==> config.mk <==
export PLATFORM = sky130hd
export DESIGN_NAME = mif_flags_top
export DESIGN_NICKNAME = d
export VERILOG_FILES = /design/src/logic/mif_pkg.sv /design/src/logic/mif_evt_if.sv /design/src/logic/mif_chan_mon.sv /design/src/logic/mif_flags_top.sv /design/src/logic/mif_isqrt.sv
export SDC_FILE = /design/constraint.sdc
export NUM_CORES = 2
export LEC_CHECK = 0
export BUFFER_PORTS_ARGS = -buffer_cell sky130_fd_sc_hd__buf_2
export CAP_MARGIN = 20
export CORE_AREA = 2 2 275 480
export DETAILED_ROUTE_END_ITERATION = 10
export DIE_AREA = 0 0 277 482
export SLEW_MARGIN = 30
export SYNTH_ARGS = -nofsm -noshare
export SYNTH_HDL_FRONTEND = slang
export SYNTH_HIERARCHICAL = 1
export SYNTH_SLANG_ARGS = --single-unit
==> constraint.sdc <==
create_clock -name ref_clk -period 9.64 [get_ports ref_clk]
set_input_delay 0.964 -clock ref_clk [delete_from_list [all_inputs] [get_ports ref_clk]]
set_output_delay 0.964 -clock ref_clk [all_outputs]
set_load 0.01 [all_outputs]
==> src/logic/mif_pkg.sv <==
// Constants, field layout and types for the mode and interrupt-cause block.
// Assumes every user sits in the ref_clk domain and imports this package whole.
// How it works
// - Mode bit 3 picks offset correction form
// - Two-bit wiring field picks power coefficient
// - Method zero: apparent power equals Vrms times Rms_current_value
// - Flag register shows which events raised request
// - Bit 15 set on processing overrun
// - Bit 14 set when processing cycle completes
// - Bit 12 set on energy direction reversal
// - Bit 11 set on zero-cross timeout
// - Bit 10 set when voltage stays low
// - Bit 9 set on voltage above trip
// - Bit 8 set on current above trip
// - Bit 2 set on accumulator overflow
// - Bit 1 set when configuration checksum changes
// - Bit 0 set on imminent supply failure
// - Request pin follows only enabled flags
package mif_pkg;
	localparam int              ADDR_W           = 10;
	localparam int              DATA_W           = 16;
	localparam logic [9:0]      OPCFG2_OFS       = 10'h003;
	localparam logic [9:0]      FLAGS_OFS        = 10'h004;
	localparam logic [7:0]      OPCFG2_RST       = 8'h00;
	localparam logic [7:0]      OPCFG2_IMPL_MASK = 8'h0f;
	localparam logic [15:0]     FLAGS_RST        = 16'h0000;
	localparam logic [15:0]     FLAGS_IMPL_MASK  = 16'hdf07;
	localparam int              OFS_METHOD_BIT   = 3;
	localparam int              WIRING_HI        = 2;
	localparam int              WIRING_LO        = 1;
	localparam int              APP_METHOD_BIT   = 0;
	localparam int              OVERRUN_BIT      = 15;
	localparam int              CYC_DONE_BIT     = 14;
	localparam int              DIR_CHG_BIT      = 12;
	localparam int              ZX_MISS_BIT      = 11;
	localparam int              LOW_V_BIT        = 10;
	localparam int              HIGH_V_BIT       = 9;
	localparam int              HIGH_I_BIT       = 8;
	localparam int              ACC_WRAP_BIT     = 2;
	localparam int              SUM_CHG_BIT      = 1;
	localparam int              SUPPLY_FAIL_BIT  = 0;

	typedef enum logic [1:0] {
		WIRE_UNITY         = 2'b00,
		WIRE_THREE_PH_3W   = 2'b01,
		WIRE_THREE_V_THREE_I = 2'b10,
		WIRE_RESERVED      = 2'b11
	} mif_wiring_e;

	typedef enum logic {
		SQ_IDLE = 1'b0,
		SQ_RUN  = 1'b1
	} mif_sq_state_e;
endpackage

==> src/logic/mif_evt_if.sv <==
// Event carrier from the channel monitor to the flag core.
// Assumes both ends run on ref_clk; every signal is a one-cycle pulse.
`timescale 1ns/1ps
interface mif_evt_if;
	logic low_volt_hit;
	logic high_volt_hit;
	logic high_curr_hit;
	logic zero_miss;
	modport mon  (output low_volt_hit, output high_volt_hit, output high_curr_hit,
		output zero_miss);
	modport core (input low_volt_hit, input high_volt_hit, input high_curr_hit,
		input zero_miss);
endinterface

==> src/logic/mif_chan_mon.sv <==
// Per-channel trip and zero-crossing watch for voltage and current samples.
// Assumes samples are absolute values and levels are stable between writes.
`timescale 1ns/1ps
module mif_chan_mon
	import mif_pkg::*;
#(
	parameter int CH = 3,
	parameter int W  = 16
) (
	input  wire logic                 ref_clk,
	input  wire logic                 sys_rst,
	input  wire logic                 sample_valid,
	input  wire logic [CH-1:0][W-1:0] volt_abs,
	input  wire logic [CH-1:0][W-1:0] curr_abs,
	input  wire logic [W-1:0]         low_level,
	input  wire logic [W-1:0]         high_level,
	input  wire logic [W-1:0]         curr_level,
	input  wire logic [CH-1:0]        zero_cross,
	input  wire logic                 cycle_start,
	input  wire logic [W-1:0]         zx_timeout,
	mif_evt_if.mon                    evt
);
	logic [CH-1:0]        above_reg;
	logic [CH-1:0]        hv_hit;
	logic [CH-1:0]        hi_hit;
	logic [CH-1:0]        zx_due;
	// Unpacked so each channel's process owns its own word
	logic [W-1:0]         zx_cnt_reg [CH];
	logic                 armed_reg;

	for (genvar c = 0; c < CH; c++) begin : g_ch
		assign hv_hit[c] = sample_valid && volt_abs[c] > high_level;
		assign hi_hit[c] = sample_valid && curr_abs[c] > curr_level;
		// Fires once when the count lands on the timeout; zero disables
		assign zx_due[c] = cycle_start && !zero_cross[c] && zx_timeout != '0
			&& zx_cnt_reg[c] == zx_timeout - 1'b1;

		always_ff @(posedge ref_clk) begin
			if (sys_rst)
				zx_cnt_reg[c] <= '0;
			else if (zero_cross[c])
				zx_cnt_reg[c] <= '0;
			else if (cycle_start && zx_cnt_reg[c] != zx_timeout)
				zx_cnt_reg[c] <= zx_cnt_reg[c] + 1'b1;
		end
	end

	always_ff @(posedge ref_clk) begin
		if (sys_rst) begin
			above_reg         <= '0;
			armed_reg         <= 1'b0;
			evt.low_volt_hit  <= 1'b0;
			evt.high_volt_hit <= 1'b0;
			evt.high_curr_hit <= 1'b0;
			evt.zero_miss     <= 1'b0;
		end else begin
			evt.high_volt_hit <= |hv_hit;
			evt.high_curr_hit <= |hi_hit;
			evt.zero_miss     <= |zx_due;
			// First boundary only arms: no full cycle observed yet
			evt.low_volt_hit  <= cycle_start && armed_reg && !(&above_reg);
			if (cycle_start) begin
				armed_reg <= 1'b1;
				above_reg <= '0;
			end else begin
				for (int c = 0; c < CH; c++)
					if (sample_valid && volt_abs[c] > low_level)
						above_reg[c] <= 1'b1;
			end
		end
	end
endmodule // mif_chan_mon

==> src/logic/mif_flags_top.sv <==
// Mode register two, interrupt-cause flags, request pin and the per-cycle
// arithmetic that the mode bits steer.
// Assumes metering strobes come from logic on ref_clk; only the supply
// warning arrives from a pin. Mask register lives elsewhere and feeds irq_mask.
`timescale 1ns/1ps
module mif_flags_top
	import mif_pkg::*;
#(
	parameter int CH = 3,
	parameter int W  = 16
) (
	input  wire logic                 ref_clk,
	input  wire logic                 sys_rst,
	input  wire logic [ADDR_W-1:0]    reg_addr,
	input  wire logic                 reg_wr_en,
	input  wire logic [DATA_W-1:0]    reg_wr_data,
	output logic      [DATA_W-1:0]    reg_rd_data,
	input  wire logic [DATA_W-1:0]    irq_mask,
	output logic                      irq_n,
	input  wire logic                 cycle_start,
	input  wire logic                 cycle_done,
	input  wire logic                 energy_away,
	input  wire logic                 accum_wrap,
	input  wire logic [DATA_W-1:0]    config_calibration_sum,
	input  wire logic                 supply_fail_pin,
	input  wire logic                 sample_valid,
	input  wire logic [CH-1:0][W-1:0] volt_abs,
	input  wire logic [CH-1:0][W-1:0] curr_abs,
	input  wire logic [CH-1:0]        zero_cross,
	input  wire logic [W-1:0]         zero_cross_timeout_register,
	input  wire logic [W-1:0]         low_voltage_level_register,
	input  wire logic [W-1:0]         high_voltage_level_register,
	input  wire logic [W-1:0]         high_current_level_register,
	input  wire logic [W-1:0]         rms_voltage_value,
	input  wire logic [W-1:0]         rms_current_value,
	input  wire logic [W-1:0]         current_linearity_correction,
	output logic                      current_offset_method_select,
	output logic [1:0]                wiring_coefficient_select,
	output logic                      apparent_power_method_select,
	output logic [2*W-1:0]            apparent_power,
	output logic                      apparent_power_valid,
	output logic [W-1:0]              corrected_current,
	output logic                      corrected_current_valid
);
	// Saturating add keeps a correction from wrapping to a tiny value
	function automatic logic [2*W-1:0] sat_add(input logic [2*W-1:0] a,
		input logic [2*W-1:0] b, input logic [2*W-1:0] lim);
		logic [2*W:0] s;
		s = {1'b0, a} + {1'b0, b};
		sat_add = (s > {1'b0, lim}) ? lim : s[2*W-1:0];
	endfunction

	localparam logic [2*W-1:0] WIDE_MAX   = '1;
	localparam logic [2*W-1:0] NARROW_MAX = (2*W)'({W{1'b1}});

	mif_evt_if evt ();

	mif_chan_mon #(.CH(CH), .W(W)) u_mon (
		.ref_clk      (ref_clk),
		.sys_rst      (sys_rst),
		.sample_valid (sample_valid),
		.volt_abs     (volt_abs),
		.curr_abs     (curr_abs),
		.low_level    (low_voltage_level_register),
		.high_level   (high_voltage_level_register),
		.curr_level   (high_current_level_register),
		.zero_cross   (zero_cross),
		.cycle_start  (cycle_start),
		.zx_timeout   (zero_cross_timeout_register),
		.evt          (evt.mon)
	);

	// Register state
	logic [7:0]        opcfg2_reg;
	logic [15:0]       flags_reg;
	logic [15:0]       flags_next;
	logic              busy_reg;
	logic              dir_reg;
	logic              dir_seen_reg;
	logic [DATA_W-1:0] sum_reg;
	logic              sum_seen_reg;
	logic              pf_meta_reg;
	logic              pf_sync_reg;
	logic              sq_pend_reg;

	// Decode
	wire               wr_opcfg2   = reg_wr_en && reg_addr == OPCFG2_OFS;
	wire               wr_flags    = reg_wr_en && reg_addr == FLAGS_OFS;
	wire               sel_opcfg2  = reg_addr == OPCFG2_OFS;
	wire               sel_flags   = reg_addr == FLAGS_OFS;
	wire [15:0]        flag_clr    = wr_flags ? reg_wr_data : 16'h0000;
	wire               ofs_method  = opcfg2_reg[OFS_METHOD_BIT];
	wire               app_method  = opcfg2_reg[APP_METHOD_BIT];
	wire               done_eff    = cycle_done;
	// Done and next start in one cycle is on time, not an overrun
	wire               overrun     = cycle_start && busy_reg && !cycle_done;
	wire               dir_change  = cycle_done && dir_seen_reg
		&& energy_away != dir_reg;
	wire               sum_change  = sum_seen_reg
		&& config_calibration_sum != sum_reg;

	// Event vector in flag-bit order
	logic [15:0] flag_set;
	always_comb begin
		flag_set                  = 16'h0000;
		flag_set[OVERRUN_BIT]     = overrun;
		flag_set[CYC_DONE_BIT]    = done_eff;
		flag_set[DIR_CHG_BIT]     = dir_change;
		flag_set[ZX_MISS_BIT]     = evt.zero_miss;
		flag_set[LOW_V_BIT]       = evt.low_volt_hit;
		flag_set[HIGH_V_BIT]      = evt.high_volt_hit;
		flag_set[HIGH_I_BIT]      = evt.high_curr_hit;
		flag_set[ACC_WRAP_BIT]    = accum_wrap;
		flag_set[SUM_CHG_BIT]     = sum_change;
		flag_set[SUPPLY_FAIL_BIT] = pf_sync_reg;
	end

	// Write-one clears; a coincident event wins so nothing is lost
	assign flags_next = ((flags_reg & ~flag_clr) | flag_set)
		& FLAGS_IMPL_MASK;

	// Read path
	wire [15:0] rd_mux = sel_opcfg2 ? {8'h00, opcfg2_reg & OPCFG2_IMPL_MASK}
		: sel_flags ? flags_reg : 16'h0000;

	// Per-cycle arithmetic
	wire [2*W-1:0] rms_current_value_sq   = (2*W)'(rms_current_value) * (2*W)'(rms_current_value);
	wire [2*W-1:0] sq_input  = sat_add(rms_current_value_sq, (2*W)'(current_linearity_correction),
		WIDE_MAX);
	wire [2*W-1:0] lin_sum   = sat_add((2*W)'(rms_current_value),
		(2*W)'(current_linearity_correction), NARROW_MAX);
	wire [2*W-1:0] app_prod  = (2*W)'(rms_voltage_value) * (2*W)'(rms_current_value);
	wire           sq_start  = cycle_done && !ofs_method;
	wire [W-1:0]   sq_root;
	wire           sq_done;

	mif_isqrt #(.W(W)) u_sqrt (
		.ref_clk  (ref_clk),
		.sys_rst  (sys_rst),
		.start    (sq_start),
		.radicand (sq_input),
		.root     (sq_root),
		.done     (sq_done)
	);

	// Mode register
	always_ff @(posedge ref_clk) begin
		if (sys_rst)
			opcfg2_reg <= OPCFG2_RST;
		else if (wr_opcfg2)
			opcfg2_reg <= reg_wr_data[7:0] & OPCFG2_IMPL_MASK;
	end

	// Mode fields out to the power datapath
	always_ff @(posedge ref_clk) begin
		if (sys_rst) begin
			current_offset_method_select <= 1'b0;
			wiring_coefficient_select    <= WIRE_UNITY;
			apparent_power_method_select <= 1'b0;
		end else begin
			current_offset_method_select <= ofs_method;
			wiring_coefficient_select    <= opcfg2_reg[WIRING_HI:WIRING_LO];
			apparent_power_method_select <= app_method;
		end
	end

	// Flags and request pin
	always_ff @(posedge ref_clk) begin
		if (sys_rst) begin
			flags_reg <= FLAGS_RST;
			irq_n     <= 1'b1;
		end else begin
			flags_reg <= flags_next;
			// Pin drops with the flag itself, no extra cycle
			irq_n     <= ~|(flags_next & irq_mask);
		end
	end

	always_ff @(posedge ref_clk) begin
		if (sys_rst)
			reg_rd_data <= 16'h0000;
		else
			reg_rd_data <= rd_mux;
	end

	// Cycle tracking
	always_ff @(posedge ref_clk) begin
		if (sys_rst)
			busy_reg <= 1'b0;
		else if (cycle_start)
			busy_reg <= 1'b1;
		else if (cycle_done)
			busy_reg <= 1'b0;
	end

	// Direction history; first finished cycle only records
	always_ff @(posedge ref_clk) begin
		if (sys_rst) begin
			dir_reg      <= 1'b0;
			dir_seen_reg <= 1'b0;
		end else if (cycle_done) begin
			dir_reg      <= energy_away;
			dir_seen_reg <= 1'b1;
		end
	end

	// Checksum history; value after reset is the baseline
	always_ff @(posedge ref_clk) begin
		if (sys_rst) begin
			sum_reg      <= '0;
			sum_seen_reg <= 1'b0;
		end else begin
			sum_reg      <= config_calibration_sum;
			sum_seen_reg <= 1'b1;
		end
	end

	// Supply warning pin is asynchronous
	always_ff @(posedge ref_clk) begin
		if (sys_rst) begin
			pf_meta_reg <= 1'b0;
			pf_sync_reg <= 1'b0;
		end else begin
			pf_meta_reg <= supply_fail_pin;
			pf_sync_reg <= pf_meta_reg;
		end
	end

	// Apparent power once per cycle; the other method setting is unsupported
	always_ff @(posedge ref_clk) begin
		if (sys_rst) begin
			apparent_power       <= '0;
			apparent_power_valid <= 1'b0;
		end else begin
			apparent_power_valid <= cycle_done && !app_method;
			if (cycle_done && !app_method)
				apparent_power <= app_prod;
		end
	end

	// Offset-corrected current; root form takes W+1 extra cycles
	always_ff @(posedge ref_clk) begin
		if (sys_rst) begin
			corrected_current       <= '0;
			corrected_current_valid <= 1'b0;
			sq_pend_reg             <= 1'b0;
		end else begin
			corrected_current_valid <= 1'b0;
			if (sq_start)
				sq_pend_reg <= 1'b1;
			if (cycle_done && ofs_method) begin
				corrected_current       <= lin_sum[W-1:0];
				corrected_current_valid <= 1'b1;
			end else if (sq_done && sq_pend_reg) begin
				corrected_current       <= sq_root;
				corrected_current_valid <= 1'b1;
				sq_pend_reg             <= 1'b0;
			end
		end
	end
endmodule // mif_flags_top

==> src/logic/mif_isqrt.sv <==
// Bit-serial integer square root, one result bit per clock.
// Assumes start is a pulse on ref_clk and is ignored while busy.
`timescale 1ns/1ps
module mif_isqrt
	import mif_pkg::*;
#(
	parameter int W = 16
) (
	input  wire logic           ref_clk,
	input  wire logic           sys_rst,
	input  wire logic           start,
	input  wire logic [2*W-1:0] radicand,
	output logic      [W-1:0]   root,
	output logic                done
);
	mif_sq_state_e      state_reg;
	logic [2*W-1:0]     rad_reg;
	logic [W-1:0]       root_reg;
	logic [$clog2(W):0] bit_reg;
	logic [W-1:0]       trial;
	logic               keep;

	assign trial = root_reg | (W'(1) << bit_reg[$clog2(W)-1:0]);
	assign keep  = (2*W)'(trial) * (2*W)'(trial) <= rad_reg;
	assign root  = root_reg;

	always_ff @(posedge ref_clk) begin
		if (sys_rst) begin
			state_reg <= SQ_IDLE;
			rad_reg   <= '0;
			root_reg  <= '0;
			bit_reg   <= '0;
			done      <= 1'b0;
		end else begin
			done <= 1'b0;
			unique case (state_reg)
				SQ_IDLE: if (start) begin
					state_reg <= SQ_RUN;
					rad_reg   <= radicand;
					root_reg  <= '0;
					bit_reg   <= ($clog2(W)+1)'(W - 1);
				end
				SQ_RUN: begin
					if (keep)
						root_reg <= trial;
					// Last bit decided: result valid next cycle
					if (bit_reg == '0) begin
						state_reg <= SQ_IDLE;
						done      <= 1'b1;
					end else begin
						bit_reg <= bit_reg - 1'b1;
					end
				end
			endcase
		end
	end
endmodule // mif_isqrt

==> run summary <==
Status: finished, final reports clean
LEAKAGE: 21.9 nW
Most common cell after layout, fill and taps aside: inv_1
Crit path buffers/inverters: 11
Hold Path Cell Cnt: 2
Max reg flops: 48
Synth Warn #: 6
CTS buffer count: 27
GRT Total Usage: 0.179
Post-DP HPWL: 99.8 mm
Max Buffers Root-to-Sink: 3
Clk_skew: 0.0162 ns
Ports: 349
Maxcap violations: 0
# port buffers: 332
Drt pass-1 iters: 5
Slew HR: 0.307
Setup TNS Final: 0 ns
CP Data Required Time: 10.12 ns
Post-CTS sizing: 0
Slew Viols, Final: 0
Most frequent cells in the layout: inv_1 (823), nand2_1 (564), fa_1 (534)
Int Pwr: 5.33 mW
Max IR drop VDD: 0.000378 V
Cell family with the largest share of critical-path delay: adder cells
Routed via count: 31800
RSZ-0062 raised after global routing: no
Total gr overflow: 0
DRT iter0 DRCs: 1357
Hold Fails Final Rpt: 0
Drt total wl: 119 mm
Cells after synthesis: 4524
# nets final: 6078
Cell depth of the worst setup path: 35
Starting density of the core: 0.298
P&R area growth vs syn: 11.2%
Worst hold path class: flop to flop
#FFs+latches synth: 214
PwrDens: 259 nW/um^2
Final cycle utilization of the critical path: 0.919
# hold bufs at CTS: 0
Sw Share: 0.520
Share of the yosys chip area belonging to registers: 0.124
DIE HEIGHT: 482 microns
DP Area: 42000 sq um
# rows: 175
Psw: 5.78 mW
Top FF cell, synth: dfxtp_1
Tmin final: 8.86 ns
First-pass GRT wire length: 187 mm
Logic gate share of total power: 0.806
Clk slew on worst S/H paths: 0.06 ns
Layout fillers: 13700
Async SR Flop Fraction: 0
Worst path most repeated cell: inv_1
Fmax achieved: 113 MHz
Critical Path AT: 9.34 ns
Die width: 277 microns
Setup violators final: 0
Post-synth top area share: 0.277
Mapped Area: 38600 sq um
Tightest Pin Transition: 1.04 ns
H-tree Lvls: 1
Finished Cell Area: 42900 sq um
Remaining DRCs: 0
Antenna violations before repair: 29
DR vias/cell: 4.92
Core Region: 130000 sq um
Flip-flop and latch area: 4760 sq um
Die area: 134000 sq um
Vias in the first global route: 34300
Clk pwr share: 0.095
CTS tree: yes
Crit Path Max Fanout: 16
WL per Instance: 18.4 microns
Root Buffer: clkbuf_16
Number of synthesized flops with an enable pin: 48
Critical-path top delay cell: fa_1
Routed Antenna Nets: 0
Layout cells sized above 1: 0.0987
Endpoint type of the worst setup path: flop
Largest stage delay, worst path: 0.54 ns
Reg2reg path depth: 35
Final GP Congestion: 0.946
Synthesized area per cell: 8.53 sq um
Pin count of the biggest net entering global routing: 46
Post-synth top area cell: fa_1
CTS Sinks: 214
Top post-synthesis cells by area: fa_1 (28%), ha_1 (17%), dfxtp_1 (8.6%)
Sequential share of power: 0.099
Crit Path Category: flop to flop
Multi-input logic area: 30000 sq um
Worst-Skew Late Latency: 0.62 ns
Post-CTS Setup Bufs: 0
Startpoint Class: flop
Distinct cell type count after synthesis: 95
## stage by stage
stage          setup WS (ns)  power (mW)  std cells   util  hold slack (ns)
4_1_cts                0.755        11.2       6455  0.331            0.445
3_3_place_gp           0.802        10.0       6405  0.324            0.425
6_report               0.781        11.1       6464  0.331            0.441
2_1_floorplan           1.40        7.94       4528      -            0.409
3_5_place_dp           0.801        10.1       6405  0.324            0.434
5_1_grt                0.252        12.5       6460  0.331            0.461
## final timing paths
check                         endpoint            startpoint  slack [ns]
setup / recovery        u_sqrt/root[1]     u_sqrt/bit_reg[0]        0.78
hold / removal    corrected_current[9]  corrected_current[9]        0.44
setup reg to reg        u_sqrt/root[1]     u_sqrt/bit_reg[0]        0.78
hold reg to reg   corrected_current[9]  corrected_current[9]        0.44
## synthesized netlist by cell type, types with 48 or more instances
cell and number:
clkbuf_1 150, dfxtp_1 166, nand4_1 60, nor2b_1 59, xnor2_1 117, nand2_1 564
a21o_1 104, ha_1 513, nand3_1 58, and2_1 159, a21oi_1 209, edfxtp_1 48
xor2_1 115, fa_1 534, nor2_1 258, o21ai_0 129, inv_1 823
## tightest hold or removal path, delay by kind of cell (launching register included)
family        cells  cell delay, ns
flops             1            0.31
simple gates      2            0.09
## layout make-up
type	count	share of cell area
Multi-Input combinational cell	3304	0.699
Clock inverter	18	0.00417
Inverter	831	0.0727
Sequential cell	214	0.111
Antenna cell	9	0.000525
Timing Repair Buffer	375	0.0463
Clock buffer	32	0.0167
Tap cell	1681	0.0490
## layer usage
metal,vias up,share of wire,GRT usage,routed length [microns]
li1,15000,-,-,-
met4,14,0.057,0.0921,6740
met1,15600,0.34,0.178,40700
met3,326,0.050,0.0267,5980
met5,-,0.00067,0,80
met2,880,0.55,0.356,65300
## cell families after synthesis
| group | Yosys count | share of synthesized area |
|---|---|---|
| AO/OA/AOI/OAI | 662 | 0.110 |
| XOR/XNOR | 235 | 0.0544 |
| adder cells (fa/ha/maj) | 1048 | 0.444 |
| buffers and inverters | 1010 | 0.100 |
| flip-flops | 214 | 0.124 |
| multiplexers | 15 | 0.00399 |
| other | 1 | 0.0000972 |
| AND/OR/NAND/NOR | 1339 | 0.164 |
## power groups by stage
stage | sequential [mW] | combinational, mW | clock (mW)
2_1_floorplan | 1.11 | 6.83 | 0
3_3_place_gp | 1.12 | 8.90 | 0
3_5_place_dp | 1.12 | 8.94 | 0
4_1_cts | 1.10 | 9.05 | 1.09
5_1_grt | 1.12 | 10.2 | 1.12
6_report | 1.10 | 8.96 | 1.05
Power figures use the tool's default switching activity.
